`config.mk`:
```
export PLATFORM = sky130hd
export DESIGN_NAME = ebs_bus
export DESIGN_NICKNAME = d
export VERILOG_FILES = /design/src/inc/ebs_pkg.sv /design/src/design/ebs_bus.sv /design/src/design/ebs_buf2.sv
export SDC_FILE = /design/constraint.sdc
export NUM_CORES = 1
export LEC_CHECK = 0
export ABC_CLOCK_PERIOD_IN_PS = 2600
export BUFFER_PORTS_ARGS = -buffer_cell sky130_fd_sc_hd__clkbuf_2
export CELL_PAD_IN_SITES_DETAIL_PLACEMENT = 1
export CELL_PAD_IN_SITES_GLOBAL_PLACEMENT = 2
export CORE_MARGIN = 5
export CORE_UTILIZATION = 31
export DETAILED_ROUTE_END_ITERATION = 16
export PLACE_DENSITY_LB_ADDON = 0.2
export SYNTH_ARGS = -nofsm -noshare
export SYNTH_HDL_FRONTEND = slang
export SYNTH_SLANG_ARGS = --single-unit
export TNS_END_PERCENT = 100
```
`constraint.sdc`:
```
create_clock -name clk_sys -period 2.6 [get_ports clk_sys]
set_input_delay 0.26 -clock clk_sys [delete_from_list [all_inputs] [get_ports clk_sys]]
set_output_delay 0.26 -clock clk_sys [all_outputs]
set_load 0.02 [all_outputs]
```
`src/inc/ebs_pkg.sv`:
```
/*
 * Constants for the external bus address/strobe block.
 * Assumes one 10 MHz system clock and a synchronous active-low reset.
 */
package ebs_pkg;
	localparam int ADDR_W = 16;
	localparam int DATA_W = 16;
	localparam int BYTE_W = 8;
	localparam int ADDR_LSB = 0;
	localparam int ADDR_MSB = 15;
	localparam int BUF_DEPTH = 2;
	localparam int CLK_PERIOD_NS = 100;
	localparam int SYNC_STAGES = 3;
	localparam logic STROBE_SEL_ALE = 1'b0;
	localparam logic STROBE_SEL_ADV = 1'b1;
	localparam logic [1:0] DATA_PHASE_CYCLES = 2'h1;
	localparam logic [15:0] ADDR_RST = 16'h0000;
	localparam logic [15:0] DATA_RST = 16'h0000;

	typedef enum logic [1:0] {
		EBS_IDLE = 2'b00,
		EBS_ADDR = 2'b01,
		EBS_DATA = 2'b10,
		EBS_DONE = 2'b11
	} ebs_state_e;
endpackage : ebs_pkg

```
`src/design/ebs_bus.sv`:
```
/*
 * Multiplexed address/data bus sequencer with address strobe.
 * Assumes a core request port on clk_sys; pins resolved by the bench.
 */
`timescale 1ns/100ps
`default_nettype none
module ebs_bus
	import ebs_pkg::*;
(
	input wire logic clk_sys, // System clock, 10 MHz
	input wire logic nrst, // Synchronous reset, active low
	input wire logic strobe_sel, // Strap: 1 valid strobe, 0 latch strobe
	input wire logic dyn_width_en, // Width input honoured when high
	input wire logic req_valid, // Core requests a cycle
	output logic req_ready, // Request taken
	input wire logic req_ext, // Access targets external memory
	input wire logic req_write, // Write when high
	input wire logic req_word, // Core wants a 16-bit access
	input wire logic [ADDR_W-1:0] req_addr, // Byte address
	input wire logic [DATA_W-1:0] req_wdata, // Write data
	output logic rd_valid, // Read data available
	input wire logic rd_ready, // Core accepts read data
	output logic [DATA_W-1:0] rd_data, // Read data
	output logic in_ready, // Buffer room seen by bus logic
	input wire logic [DATA_W-1:0] shared_addr_data_lines_i, // Lines in
	output logic [DATA_W-1:0] shared_addr_data_lines_o, // Lines out
	output logic [DATA_W-1:0] shared_addr_data_lines_oe, // Line enables
	output logic strobe_o, // Shared strobe pin
	output logic upper_byte_enable_n, // High byte enable, low
	output logic rd_n, // Read strobe, low
	output logic wr_n, // Write strobe, low
	input wire logic cycle_width_select // Width pin, async
);
	ebs_state_e st_q, st_d;
	logic sel_q, sel_d, sel_done_q, sel_done_d;
	logic [2:0] ws_q;
	logic wsel_q, wsel_d;
	logic [DATA_W-1:0] ad_o_q, ad_o_d, ad_oe_q, ad_oe_d;
	logic str_q, str_d, ube_q, ube_d, rdn_q, rdn_d, wrn_q, wrn_d;
	logic w16_q, w16_d, wr_q, wr_d, a0_q, a0_d;
	logic [DATA_W-1:0] wdat_q, wdat_d;
	logic push, bvalid, bready;
	logic [DATA_W-1:0] bdata, pdata;
	logic idle_strobe;

	function automatic logic [DATA_W-1:0] lane_en(input logic w16,
		input logic a0, input logic ube_n);
		if (!w16) begin
			lane_en = 16'h00FF;
		end else begin
			lane_en = {{BYTE_W{!ube_n}}, {BYTE_W{!a0}}};
		end
	endfunction : lane_en

	ebs_buf2 u_buf (
		.clk_sys(clk_sys),
		.nrst(nrst),
		.in_valid(push),
		.in_ready(bready),
		.in_data(pdata),
		.out_valid(bvalid),
		.out_ready(rd_ready),
		.out_data(bdata)
	);

	// Read path: an 8-bit cycle on odd address returns the byte in low lane
	assign pdata = (!w16_q && a0_q) ? {8'h00, shared_addr_data_lines_i[7:0]}
		: shared_addr_data_lines_i;
	assign push = (st_q == EBS_DATA) && !wr_q;
	assign idle_strobe = (sel_q == STROBE_SEL_ADV) ? 1'b1 : 1'b0;
	assign req_ready = (st_q == EBS_IDLE) && sel_done_q && bready;

	always_comb begin
		st_d = st_q;
		sel_d = sel_q;
		sel_done_d = 1'b1;
		ad_o_d = ad_o_q;
		ad_oe_d = 16'h0000;
		str_d = str_q;
		ube_d = ube_q;
		rdn_d = 1'b1;
		wrn_d = 1'b1;
		w16_d = w16_q;
		wr_d = wr_q;
		a0_d = a0_q;
		wdat_d = wdat_q;
		// Width pin change counts only once the last two stages agree
		wsel_d = (ws_q[2] == ws_q[1]) ? ws_q[2] : wsel_q;
		if (!sel_done_q) begin
			sel_d = strobe_sel;
			str_d = (strobe_sel == STROBE_SEL_ADV) ? 1'b1 : 1'b0;
		end
		unique case (st_q)
			EBS_IDLE: begin
				if (req_valid && req_ready && req_ext) begin
					st_d = EBS_ADDR;
					ad_o_d = req_addr;
					ad_oe_d = 16'hFFFF;
					str_d = (sel_q == STROBE_SEL_ADV) ? 1'b0 : 1'b1;
					ube_d = !(req_word || req_addr[ADDR_LSB]);
					wr_d = req_write;
					a0_d = req_addr[ADDR_LSB];
					wdat_d = req_word ? req_wdata
						: (req_addr[0] ? {req_wdata[7:0], req_wdata[7:0]}
						: req_wdata);
					w16_d = dyn_width_en ? wsel_q : 1'b1;
				end
			end
			EBS_ADDR: begin
				st_d = EBS_DATA;
				if (sel_q == STROBE_SEL_ALE) begin
					str_d = 1'b0;
				end
				if (dyn_width_en) begin
					w16_d = wsel_q;
				end
				if (!w16_d) begin
					ube_d = 1'b1;
				end
				ad_oe_d = wr_q ? lane_en(w16_d, a0_q, ube_d) : 16'h0000;
				ad_o_d = (!w16_d && a0_q) ? {8'h00, wdat_q[15:8]} : wdat_q;
				rdn_d = wr_q;
				wrn_d = !wr_q;
			end
			EBS_DATA: begin
				st_d = EBS_DONE;
				if (sel_q == STROBE_SEL_ADV) begin
					str_d = 1'b1;
				end
			end
			EBS_DONE: begin
				st_d = EBS_IDLE;
				ube_d = 1'b1;
			end
		endcase
		if (st_q == EBS_ADDR && wr_q) begin
			ad_oe_d = lane_en(w16_d, a0_q, ube_d);
		end
	end

	always_ff @(posedge clk_sys) begin
		if (!nrst) begin
			st_q <= EBS_IDLE;
			sel_q <= STROBE_SEL_ALE;
			sel_done_q <= 1'b0;
			ws_q <= 3'h0;
			wsel_q <= 1'b0;
			ad_o_q <= ADDR_RST;
			ad_oe_q <= 16'h0000;
			str_q <= 1'b0;
			ube_q <= 1'b1;
			rdn_q <= 1'b1;
			wrn_q <= 1'b1;
			w16_q <= 1'b1;
			wr_q <= 1'b0;
			a0_q <= 1'b0;
			wdat_q <= DATA_RST;
		end else begin
			st_q <= st_d;
			sel_q <= sel_d;
			sel_done_q <= sel_done_d;
			ws_q <= {ws_q[1:0], cycle_width_select};
			wsel_q <= wsel_d;
			ad_o_q <= ad_o_d;
			ad_oe_q <= ad_oe_d;
			str_q <= str_d;
			ube_q <= ube_d;
			rdn_q <= rdn_d;
			wrn_q <= wrn_d;
			w16_q <= w16_d;
			wr_q <= wr_d;
			a0_q <= a0_d;
			wdat_q <= wdat_d;
		end
	end

	assign shared_addr_data_lines_o = ad_o_q;
	assign shared_addr_data_lines_oe = ad_oe_q;
	assign strobe_o = str_q;
	assign upper_byte_enable_n = ube_q;
	assign rd_n = rdn_q;
	assign wr_n = wrn_q;
	assign rd_valid = bvalid;
	assign rd_data = bdata;
	assign in_ready = bready;
endmodule : ebs_bus
`default_nettype wire

```
`src/design/ebs_buf2.sv`:
```
/*
 * Two-entry valid/ready buffer for read data returned from the bus.
 * Assumes both sides run on clk_sys.
 */
`timescale 1ns/100ps
`default_nettype none
module ebs_buf2
	import ebs_pkg::*;
(
	input wire logic clk_sys, // System clock
	input wire logic nrst, // Synchronous reset, active low
	input wire logic in_valid, // Word offered
	output logic in_ready, // Room for a word
	input wire logic [DATA_W-1:0] in_data, // Word in
	output logic out_valid, // Word available
	input wire logic out_ready, // Receiver takes word
	output logic [DATA_W-1:0] out_data // Word out
);
	logic [DATA_W-1:0] mem_q [BUF_DEPTH];
	logic [DATA_W-1:0] mem_d [BUF_DEPTH];
	logic rd_q, rd_d, wr_q, wr_d;
	logic [1:0] cnt_q, cnt_d;
	logic push, pop;

	assign in_ready = (cnt_q != 2'h2);
	assign out_valid = (cnt_q != 2'h0);
	assign out_data = mem_q[rd_q];
	assign push = in_valid && in_ready;
	assign pop = out_valid && out_ready;

	always_comb begin
		mem_d = mem_q;
		if (push) begin
			mem_d[wr_q] = in_data;
		end
		wr_d = push ? ~wr_q : wr_q;
		rd_d = pop ? ~rd_q : rd_q;
		cnt_d = cnt_q + {1'b0, push} - {1'b0, pop};
	end

	always_ff @(posedge clk_sys) begin
		if (!nrst) begin
			cnt_q <= 2'h0;
			rd_q <= 1'b0;
			wr_q <= 1'b0;
			mem_q[0] <= DATA_RST;
			mem_q[1] <= DATA_RST;
		end else begin
			cnt_q <= cnt_d;
			rd_q <= rd_d;
			wr_q <= wr_d;
			mem_q <= mem_d;
		end
	end
endmodule : ebs_buf2
`default_nettype wire

```
## After elaboration in Yosys (flattened, before gate mapping)

Cells that the tools add are included.

- $add $sub $neg: 2
- Magnitude comparators: 3
- Equal/unequal tests: 6
- Mux-type cells: 37
- Bitwise operators: 4
- Reductions and logical operators: 25

Operator list:

| operator | count |
|---|---|
| $mux 16 | 14 |
| $pmux 16 s2 | 2 |
| $bwmux 32 | 1 |
| $demux 16 s1 | 1 |
| $mux 1 | 14 |
| $logic_and 1x1->1 | 11 |
| $pmux 2 s4 | 1 |
| $logic_not 1->1 | 7 |
| $pmux 1 s3 | 2 |
| $reduce_and 2->1 | 3 |
| $eq 2x2->1 const B | 2 |
| $ge 2x2->1 const B | 2 |
| $not 1->2 | 2 |
| $reduce_bool 2->1 | 2 |
| $add 2x1->2 | 1 |
| $eq 2x1->1 const B | 1 |
| $logic_not 2->1 | 1 |
| $lt 2x1->1 const B | 1 |
| $mux 2 | 1 |
| $ne 2x1->1 const B | 1 |
| $ne 2x2->1 const B | 1 |
| $not 1->1 | 2 |
| $pmux 1 s2 | 1 |
| $sub 2x1->2 | 1 |
| other kinds (2) | 2 |

- Bits in registers: 99
- Bits of input ports: 58
- Output and inout port bits: 55
- Word-level logic and storage cells: 97

## Logic depth before layout (Yosys ltp)

Gate-level depths: netlist (run 1).

- Depth in word-level cells: 10
- Mapped depth: 8
- Mapped depth without buffers: 8

## By module

A second synthesis (run 1) with hierarchy kept.

- Cell total of the unflattened synthesis: 444
- Area total of the unflattened synthesis: 4,030.1 µm²

By module, submodules not included:

| module | times used | cells an instance | area an instance (µm²) | seq. area each (µm²) |
|---|---|---|---|---|
| ebs_bus | 1 | 281 | 2,396.0 | 980.9 |
| ebs_buf2 | 1 | 163 | 1,634.1 | 720.7 |

## Worst setup path before layout (run 1)

No wires, ideal clock.

- Path kind: register to register
- Start: register st_q[0]
- End: register ad_oe_q[14] (netlist: shared_addr_data_lines_oe[14])
- Setup time: 0.116 ns
- Arrival time: 1.900 ns
- Required time: 2.484 ns
- Setup slack: 0.584 ns
- Cell stages (with the launch flop): 8
- Buffers on the path: 1
- Clock period less this slack: 2.016 ns
- Path through: dfxtp_1 > inv_1 > ha_1 > nand2_2 > or3_1 > buf_2 > or4_4 > a41o_1

- Cells in the longest elaborated chain, start to end: 10
- Elaborated cells between the ends (all ways): 17
- Those cells by class: eq/ne: 2; mux: 8; reduce/logical: 7

Ends and longest elaborated chain:

| item | line | RTL |
|---|---|---|
| from (decl) | ebs_bus.sv:34 | `ebs_state_e st_q, st_d;` |
| from (signal assigned) | ebs_bus.sv:159 | `st_q <= st_d;` |
| $logic_not 2->1 | ebs_bus.sv:71, ebs_bus.sv:93 |  |
| $logic_and 1x1->1 (2 in a row) | ebs_bus.sv:71 | `assign req_ready = (st_q == EBS_IDLE) && sel_done_q && bready;` |
| $logic_and 1x1->1 (2 in a row) | ebs_bus.sv:95 | `if (req_valid && req_ready && req_ext) begin` |
| $mux 1 | ebs_bus.sv:95 |  |
| $pmux 1 s3 | ebs_bus.sv:93 | `unique case (st_q)` |
| $logic_not 1->1 | ebs_bus.sv:51 | `lane_en = {{BYTE_W{!ube_n}}, {BYTE_W{!a0}}};` |
| $mux 16 | ebs_bus.sv:48 | `if (!w16) begin` |
| $mux 16 * | ebs_bus.sv:136 | `if (st_q == EBS_ADDR && wr_q) begin` |
| to (signal assigned) | ebs_bus.sv:165 | `ad_oe_q <= ad_oe_d;` |
| to (decl) | ebs_bus.sv:38 | `logic [DATA_W-1:0] ad_o_q, ad_o_d, ad_oe_q, ad_oe_d;` |

Every way passes the cells marked *; elsewhere a longest branch is shown, timed or not.
A chain may end at the register's enable or synchronous reset.

## Worst setup path in the final report (run 1)

- Start: register st_q[1]
- End: register ad_o_q[2] (netlist: shared_addr_data_lines_o[2])

- Cells in the longest elaborated chain, start to end: 7
- Elaborated cells between the ends (all ways): 10
- Those cells by class: eq/ne: 2; mux: 1; reduce/logical: 7

Ends and longest elaborated chain:

| item | line | RTL |
|---|---|---|
| $logic_not 2->1 | ebs_bus.sv:71, ebs_bus.sv:93 |  |
| $logic_and 1x1->1 (2 in a row) | ebs_bus.sv:71 |  |
| $logic_and 1x1->1 (2 in a row) | ebs_bus.sv:95 |  |
| $ne 2x1->1 (no line) | -- |  |
| $reduce_and 2->1 (no line) | -- |  |
| to (signal assigned) | ebs_bus.sv:164 | `ad_o_q <= ad_o_d;` |
| to (decl) | ebs_bus.sv:38 |  |

Several ways; a longest one is shown, not always the timed one.

==> impl_results.md, run 1 <==
* Worst Path Required at 2880 ps
* CP Cell Sequence: inv_1, ha_1, buf_4, nor2_1, nor2_1, o2111a_1
* PnR Total Power at 4.98 mW
* Placer congestion estimate at 0.723
* Commonest non-fill, non-tap cell in the layout: clkbuf_2
* Worst slew pin tran at 1180 ps
* Primary FF master, synth: dfxtp_1
* Critical Path End Type: flop
* Post-synth top area share at 41.6%
* Layout cell share with drive strength beyond 1 at 29.0%
* Worst-path maximum fanout at 16
* YS warnings at 0
* Max stage delay cell, worst path: nor2_1
* CP endpoint: shared_addr_data_lines_o[2]$_SDFFE_PN0P_
* Fin. max-slew vios at 0
* Min cycle time layout at 2260 ps
* Levels on crit path at 6
* CTS sink count at 85
* Post-Route WL at 11700 um
* Final setup viols at 0
* DIE WIDTH at 125 um
* First-pass GRT wire length at 19000 um
* Cell Area, Synth at 0.00409 mm^2
* Most frequent CP cell: nor2_1
* Clock-pin slew on the worst setup and hold paths at 60 ps
* Initial DRT Pass Iterations at 4
* Routed vias/inst at 4.89
* Die height at 125 um
* NetSw at 1.88 mW
* Comb power frac at 38.5%
* Slew margin rel. at 21.3%
* CP arrival at 2540 ps
* CP startpoint kind: flop
* R2r setup slk at 340 ps
* DRC at 0
* Post-CTS setup buffers at 0
* H-Tree Level Count at 3
* Antenna viol nets, final at 0
* Synth cell types at 43
* Maximum number of pins on one net before global-route repair at 36
* Hold Buf Count CTS at 0
* Critical Path Max Stage Delay at 890 ps
* Max cap viols at 0
* R2R Path Start: st_q[1]$_SDFFE_PN0P_
* Initial antenna violation count at 0
* WHS at 131 ps
* Port bufs at 112
* Drt initial violations at 139
* Global route overflow at 0
* Hold Vio Cnt, Final at 0
* Syn Nets at 529
* Area growth, synth to finish at 22.7%
* Clock group share of total power at 26.3%
* DPL Wire Length at 8590 um
* Status: complete, no violations
* Synth area leader: dfxtp_1
* Rows at 42
* Die Area at 0.0156 mm^2
* Number of buffers and inverters on the critical path at 2
* WS Path Type: reg -> reg
* CP top delay family: simple AND/OR/NAND/NOR gates
* Internal at 3.10 mW
* RSZ-0062 raised after global routing: no
* TNS Setup at 0 ps
* Synthesized area per cell at 8.82 um^2
* Synth Instances at 464
* Post-synthesis sequential area ratio at 41.6%
* Reg2Reg Depth at 6
* Clock Path Buffers at 2
* Antenna cells at 0
* Fmax at 442 MHz
* Total CTS buffers at 9
* # IOs at 113
* Ys async rst share at 0%
* Final nets at 616
* RR Endpoint: shared_addr_data_lines_o[2]$_SDFFE_PN0P_
* Root buf cell: clkbuf_16
* Period utilization at 87.0%
* Leakage at 2.25 nW
* Clk_lat worst skew at 340 ps
* Yosys reg bits at 85
* Worst Clk Skew at 6.13 ps
* Critical path origin: st_q[1]$_SDFFE_PN0P_
* Worst IR drop on VDD at 0.000368 V
* GRT Overall Usage at 15.2%
* Vias at 3573
* Vias in the first global route at 3747
* Largest cells by area after synthesis: dfxtp_1, a21boi_0, nand2_1, mux2_2, o211a_1
* Worst min-delay path class: in -> reg
* CTS tree: built
* Pwr/cell area at 993 mW/mm^2
* Wirelength per Cell at 16.1 um
* Sequential Power Share at 35.2%
* PostCTS Resize Cnt at 0
* Core ar. at 0.0131 mm^2
* Initial core utilization at 31.3%
* Switch share at 37.8%
* Most frequent cells in the layout: clkbuf_2, dfxtp_1, nand2_1
* Post-synth EDFFs at 0
-- worst min-delay path by stage --
stage / from / to / slack, ps / cells past startpoint
after floorplan: nrst / sel_done_q$_DFF_P_ / 290 / 0
after global placement: ws_q[0]$_SDFF_PN0_ / ws_q[1]$_SDFF_PN0_ / 420 / 1
after detailed placement: ws_q[0]$_SDFF_PN0_ / ws_q[1]$_SDFF_PN0_ / 430 / 1
after CTS: cycle_width_select / ws_q[0]$_SDFF_PN0_ / 120 / 2
after global routing: cycle_width_select / ws_q[0]$_SDFF_PN0_ / 120 / 2
final: cycle_width_select / ws_q[0]$_SDFF_PN0_ / 130 / 2
-- worst reg2reg max path, cell delays in order, from the launching register on --
cell and delay [ps]:
dfxtp_1 340, inv_1 120, ha_1 290, buf_4 230, nor2_1 60, nor2_1 890, o2111a_1 270
-- through the flow --
stage | std cells | area, um^2 | setup slack [ps] | util (%)
CTS | 731 | 5020 | 305 | 38.4
finish | 731 | 5020 | 338 | 38.4
floorplan | 464 | 4090 | 584 | -
global route | 731 | 5020 | 129 | 38.4
global placement | 716 | 4730 | 462 | 36.1
detailed placement | 716 | 4730 | 325 | 36.1
-- registers in the layout, summed over array words and instances (netlist names), 2 cells and up --
signal,cells
u_buf.mem_q,32
shared_addr_data_lines_o,16
wdat_q,16
ws_q,3
shared_addr_data_lines_oe,2
st_q,2
u_buf.cnt_q,2
-- cell usage after synthesis (2+ instances only) --
cell type	n
o31ai_1	2
a21boi_0	44
ha_1	7
nor2b_1	8
o211a_1	17
nand4_1	8
o21ai_0	12
a211oi_1	2
xnor2_1	3
nand2_1	83
nand3b_1	2
o2111a_1	7
mux2_2	17
nor3_1	2
nor3_2	2
and2_1	6
or3_1	9
or2_2	2
buf_4	14
dfxtp_1	85
mux2i_1	11
buf_1	4
buf_2	4
nor2_1	7
nand3_1	25
a311o_1	8
o31a_1	3
inv_1	17
nand2b_1	3
a21oi_1	12
clkbuf_1	26
-- metal layers --
layer | part of all wire [%] | vias to the layer above | global-route usage (%)
li1 | - | 1792 | -
met1 | 45 | 1718 | 18.1
met2 | 50 | 55 | 26.7
met3 | 3.7 | 8 | 3.82
met4 | 1.3 | 0 | 4.97
met5 | 0 | - | 0
-- final cells by class --
type                            instances  area (um^2)
Clock buffer                           14          264
Clock inverter                          1         30.0
Fill cell                            1547         8070
Inverter                               17         63.8
Multi-Input combinational cell        314         2090
Sequential cell                        85         1700
Tap cell                              176          220
Timing Repair Buffer                  124          651
-- power by group through the flow --
stage / sequential [mW] / combinational (mW) / clock (mW)
floorplan: 1.92 / 1.18 / 0
global placement: 1.77 / 1.91 / 0
detailed placement: 1.78 / 1.94 / 0
CTS: 1.76 / 1.95 / 1.34
global route: 1.79 / 2.11 / 1.39
finish: 1.75 / 1.92 / 1.31
-- kinds of logic (layout without fill, tap and decap cells) --
kind of cell / Yosys count / after routing / share of synthesized area [%]
adder cells (fa/ha/maj): 7 / 7 / 2.14
multiplexers: 28 / 28 / 7.37
buffers and inverters: 65 / 156 / 7.37
AND/OR/NAND/NOR: 163 / 163 / 19.2
flip-flops: 85 / 85 / 41.6
XOR/XNOR: 3 / 3 / 0.642
AO/OA/AOI/OAI: 113 / 113 / 21.7
Note: power is estimated with default switching activity, not from simulation.
==> inputs of run 2 (changes only) <==
--- a/config.mk
+++ b/config.mk
@@ -13,6 +13,7 @@
 export CORE_UTILIZATION = 31
 export DETAILED_ROUTE_END_ITERATION = 16
 export PLACE_DENSITY_LB_ADDON = 0.2
+export RECOVER_POWER = 100
 export SYNTH_ARGS = -nofsm -noshare
 export SYNTH_HDL_FRONTEND = slang
 export SYNTH_SLANG_ARGS = --single-unit
==> impl_results.md, run 2 (synthesis gave the netlist of run 1 again) <==
* Multi-input gate area at 0.00208 mm^2
* Critical Path End Type: flop
* Routed vias/inst at 4.87
* Reg2Reg Depth at 6
* Initial DRT Pass Iterations at 4
* Antenna viol nets, final at 0
* Register Area at 0.00170 mm^2
* Antenna cells at 0
* RSZ-0062 raised after global routing: no
* Clk_lat worst skew at 340 ps
* Port bufs at 112
* Number of buffers and inverters on the critical path at 2
* Core ar. at 0.0131 mm^2
* Worst-path maximum fanout at 25
* Failing checks: max-capacitance violations, max-slew violations
* R2R Path Start: st_q[1]$_SDFFE_PN0P_
* CTS sink count at 85
* NetSw at 1.88 mW
* Most frequent cells in the layout: dfxtp_1, nand2_1, clkbuf_2
* Comb power frac at 37.5%
* Post-Layout Cell Count at 731
* Die height at 125 um
* Internal at 3.02 mW
* Leakage at 2.06 nW
* Worst min-delay path class: in -> reg
* CP startpoint kind: flop
* PnR Total Power at 4.89 mW
* Post-Route WL at 11800 um
* Hold Vio Cnt, Final at 0
* CTS tree: built
* Rows at 42
* # IOs at 113
* Sequential Power Share at 35.7%
* Hold Buf Count CTS at 0
* Slew margin rel. at -0.0935%
* CP arrival at 2550 ps
* Max cap viols at 1
* Final nets at 616
* Wirelength per Cell at 16.1 um
* Root buf cell: clkbuf_16
* Max stage delay cell, worst path: clkbuf_1
* WS Path Type: reg -> reg
* Switch share at 38.3%
* Commonest non-fill, non-tap cell in the layout: dfxtp_1
* Initial core utilization at 31.3%
* PostCTS Resize Cnt at 0
* CP top delay family: buffers and inverters
* Die Area at 0.0156 mm^2
* Clock-pin slew on the worst setup and hold paths at 60 ps
* Area growth, synth to finish at 20.2%
* Fmax at 431 MHz
* Pwr/cell area at 995 mW/mm^2
* Status: complete, but fails checks
* Total CTS buffers at 9
* Period utilization at 89.3%
* H-Tree Level Count at 3
* Min cycle time layout at 2320 ps
* Critical Path Max Stage Delay at 790 ps
* Layout cell share with drive strength beyond 1 at 17.7%
* Worst slew pin tran at 1500 ps
* Clock group share of total power at 26.8%
* Worst Path Required at 2830 ps
* DRC at 0
* Post-CTS setup buffers at 0
* Global route overflow at 0
* DIE WIDTH at 125 um
* Maximum number of pins on one net before global-route repair at 36
* Reg with most FFs: u_buf.mem_q
* Vias in the first global route at 3747
* Drt initial violations at 143
* Worst IR drop on VDD at 0.000351 V
* CP Cell Sequence: inv_1, ha_1, clkbuf_1, a21oi_1, a311o_1, o211a_1
* Cells after DPL at 716
* GRT Overall Usage at 15.2%
* Worst Clk Skew at 5.93 ps
* First-pass GRT wire length at 19000 um
* Largest register FFs at 32
* Placer congestion estimate at 0.723
* HP Start: cycle_width_select
* Vias at 3558
* R2r setup slk at 280 ps
* DPL Wire Length at 8590 um
* Fill count at 1577
* Levels on crit path at 6
* Clock Path Buffers at 2
* RR Endpoint: shared_addr_data_lines_o[12]$_SDFFE_PN0P_
* Final setup viols at 0
* Hold path depth at 2
* Worst Hold End: ws_q[0]$_SDFF_PN0_
* Fin. max-slew vios at 35
* TNS Setup at 0 ps
* Initial antenna violation count at 0
run 2: cell types whose count changed in the layout (fill, tap and decap cells not counted), moves of 2 or more:
cell      delta
mux2_1       +2
buf_4        -7
clkbuf_2    -50
clkbuf_1    +57
mux2_2       -2
run 2: worst max path at each step:
stage                          from                                        end  slack [ps]
5_1_grt        st_q[1]$_SDFFE_PN0P_  shared_addr_data_lines_o[11]$_SDFFE_PN0P_          80
3_5_place_dp   st_q[1]$_SDFFE_PN0P_   shared_addr_data_lines_o[3]$_SDFFE_PN0P_         320
2_1_floorplan  st_q[0]$_SDFFE_PN0P_   shared_addr_data_lines_oe[14]$_SDFF_PN0_         580
3_3_place_gp   st_q[0]$_SDFFE_PN0P_   shared_addr_data_lines_oe[14]$_SDFF_PN0_         460
6_report       st_q[1]$_SDFFE_PN0P_  shared_addr_data_lines_o[12]$_SDFFE_PN0P_         280
4_1_cts        st_q[1]$_SDFFE_PN0P_   shared_addr_data_lines_o[3]$_SDFFE_PN0P_         300
run 2: worst reg2reg max path, delay by kind of cell (launching register included):
kind	cells	cell delay, ps
buf+inv	2	910
flops	1	340
fa+ha+maj	1	380
compound gates	3	580
run 2: final cells by class:
type | instances | share of cell area (%)
Clock buffer | 14 | 5.37
Timing Repair Buffer | 124 | 11.4
Sequential cell | 85 | 34.6
Inverter | 17 | 1.30
Tap cell | 176 | 4.48
Multi-Input combinational cell | 314 | 42.2
Clock inverter | 1 | 0.610
run 2: routing by layer:
layer | share of wire [%] | wire [um] | vias to the layer above | global-route usage [%]
li1 | - | - | 1795 | -
met4 | 1.2 | 147 | 0 | 4.97
met3 | 3.6 | 422 | 8 | 3.82
met2 | 51 | 5960 | 50 | 26.7
met1 | 45 | 5270 | 1705 | 18.1
met5 | 0 | 0 | - | 0
run 2: per-stage QoR:
| step | worst slack (ps) | area, um^2 | utilization [%] | hold WS, ps |
|---|---|---|---|---|
| 6_report | 279 | 4920 | 37.6 | 131 |
| 5_1_grt | 83.4 | 4920 | 37.6 | 119 |
| 4_1_cts | 305 | 5020 | 38.4 | 120 |
| 3_5_place_dp | 325 | 4730 | 36.1 | 427 |
| 3_3_place_gp | 462 | 4730 | 36.1 | 420 |
| 2_1_floorplan | 584 | 4090 | - | 288 |
run 2: power groups by stage:
stage	combinational, mW	clock (mW)	sequential, mW
floorplan	1.18	0	1.92
detailed placement	1.94	0	1.78
global placement	1.91	0	1.77
finish	1.83	1.31	1.75
global route	2.03	1.39	1.79
CTS	1.95	1.34	1.76
==> inputs of run 3 (changes only) <==
--- a/config.mk
+++ b/config.mk
@@ -10,7 +10,8 @@
 export CELL_PAD_IN_SITES_DETAIL_PLACEMENT = 1
 export CELL_PAD_IN_SITES_GLOBAL_PLACEMENT = 2
 export CORE_MARGIN = 5
-export CORE_UTILIZATION = 31
+export CORE_UTILIZATION = 32
+export CTS_BUF_LIST = sky130_fd_sc_hd__clkbuf_2
 export DETAILED_ROUTE_END_ITERATION = 16
 export PLACE_DENSITY_LB_ADDON = 0.2
 export RECOVER_POWER = 100
==> impl_results.md, run 3 (synthesis gave the netlist of run 1 again) <==
* Status: complete, but fails checks
* Failing checks: max-capacitance violations, max-slew violations
* Sequential Power Share at 40.0%
* DRC at 0
* Max cap viols at 1
* Initial core utilization at 32.6%
* Pwr/cell area at 852 mW/mm^2
* Total CTS buffers at 9
* Routed vias/inst at 4.94
* Worst Clk Skew at 32.6 ps
* Root buf cell: clkbuf_2
* H-Tree Level Count at 3
* Vias in the first global route at 3943
* Area growth, synth to finish at 25.1%
* Worst IR drop on VDD at 0.000371 V
* Max stage delay cell, worst path: clkbuf_2
* Worst-path maximum fanout at 16
* Clock Path Buffers at 2
* Post-Route WL at 12500 um
* Leakage at 2.14 nW
* Die height at 123 um
* Critical Path End Type: output port
* TNS Setup at 0 ps
* GRT Overall Usage at 16.6%
* Dpl cell area at 0.00474 mm^2
* Clk_lat worst skew at 560 ps
* Rows at 41
* Clock-pin slew on the worst setup and hold paths at 250 ps
* Placer congestion estimate at 0.744
* Final setup viols at 0
* Min cycle time layout at 2210 ps
* PostCTS Resize Cnt at 0
* Layout cell share with drive strength beyond 1 at 17.7%
* First-pass GRT wire length at 19600 um
* Worst min-delay path class: in -> reg
* Worst slew pin tran at 1590 ps
* Vias at 3794
* Core ar. at 0.0126 mm^2
* CP Cell Sequence: clkbuf_2, mux2_2, clkbuf_1
* # IOs at 113
* Wirelength per Cell at 16.2 um
* Hold path depth at 3
* Port bufs at 112
* Fmax at 452 MHz
* PnR Total Power at 4.36 mW
* Layout Utilization at 40.7%
* Largest register FFs at 32
* Comb power frac at 43.9%
* NetSw at 1.87 mW
* CTS sink count at 85
* Critical Path Max Stage Delay at 430 ps
* CP startpoint kind: flop
* Fill count at 1524
* WS Path Type: reg -> out
* Slew margin rel. at -6.09%
* Initial DRT Pass Iterations at 6
* Fin. max-slew vios at 41
* Reg2Reg Depth at 8
* Global route overflow at 0
* Switch share at 42.9%
* Cell area after layout at 0.00512 mm^2
* CP arrival at 1950 ps
* Clock group share of total power at 16.1%
* Hold Vio Cnt, Final at 0
* Hold Buf Count CTS at 36
* Period utilization at 85.2%
* Reg with most FFs: u_buf.mem_q
* DIE WIDTH at 123 um
* DPL Wire Length at 8650 um
* Antenna viol nets, final at 0
* Internal at 2.49 mW
* RSZ-0062 raised after global routing: no
* Most frequent cells in the layout: dfxtp_1, nand2_1, clkbuf_2
* Worst Path Required at 2340 ps
* Initial antenna violation count at 1
* Final nets at 654
* Post-CTS setup buffers at 0
* Drt initial violations at 145
* CTS tree: built
* Maximum number of pins on one net before global-route repair at 41
* Commonest non-fill, non-tap cell in the layout: dfxtp_1
* Die Area at 0.0152 mm^2
run 3: layout make-up:
cell class | instances | area [um^2] | area share (%)
Multi-Input combinational cell | 314 | 2080 | 40.6
Sequential cell | 85 | 1700 | 33.2
Timing Repair Buffer | 162 | 943 | 18.4
Tap cell | 172 | 215 | 4.20
Clock inverter | 7 | 66.3 | 1.30
Inverter | 17 | 63.8 | 1.25
Clock buffer | 9 | 45.0 | 0.880
Antenna cell | 2 | 5.00 | 0.0978
run 3: metrics by stage:
step	hold slack, ps	instances	worst slack [ps]
global placement	423	714	621
floorplan	288	464	584
detailed placement	427	714	556
global route	0.986	768	241
CTS	0.0229	766	482
finish	41.2	768	385
run 3: path summary, 6_finish.rpt:
check	start	end	slack [ps]
setup / recovery	u_buf.rd_q$_SDFFE_PN0P_	rd_data[12]	390
hold / removal	req_addr[2]	shared_addr_data_lines_o[2]$_SDFFE_PN0P_	40
setup reg to reg	st_q[1]$_SDFFE_PN0P_	shared_addr_data_lines_o[3]$_SDFFE_PN0P_	420
hold reg to reg	wdat_q[7]$_SDFFE_PN0P_	wdat_q[7]$_SDFFE_PN0P_	480
run 3: power by group through the flow:
stage	Sequential [mW]	Combinational [mW]	Clock, mW
after floorplan	1.92	1.18	0
after global placement	1.77	1.94	0
after detailed placement	1.78	1.97	0
after CTS	1.75	2.02	0.738
after global routing	1.79	2.10	0.789
final	1.74	1.91	0.702
run 3: critical path: cells and delay by family (launching register included):
| family | cells | cell delay (ps) |
|---|---|---|
| buffers and inverters | 2 | 600 |
| multiplexers | 1 | 410 |
| flip-flops | 1 | 400 |
run 3: metal layers:
layer	wire length (um)	global-route usage [%]	vias to the layer above
met1	5600	20.3	1842
met5	0	0	-
met3	390	2.42	13
li1	-	-	1867
met4	194	5.95	0
met2	6290	29.5	72
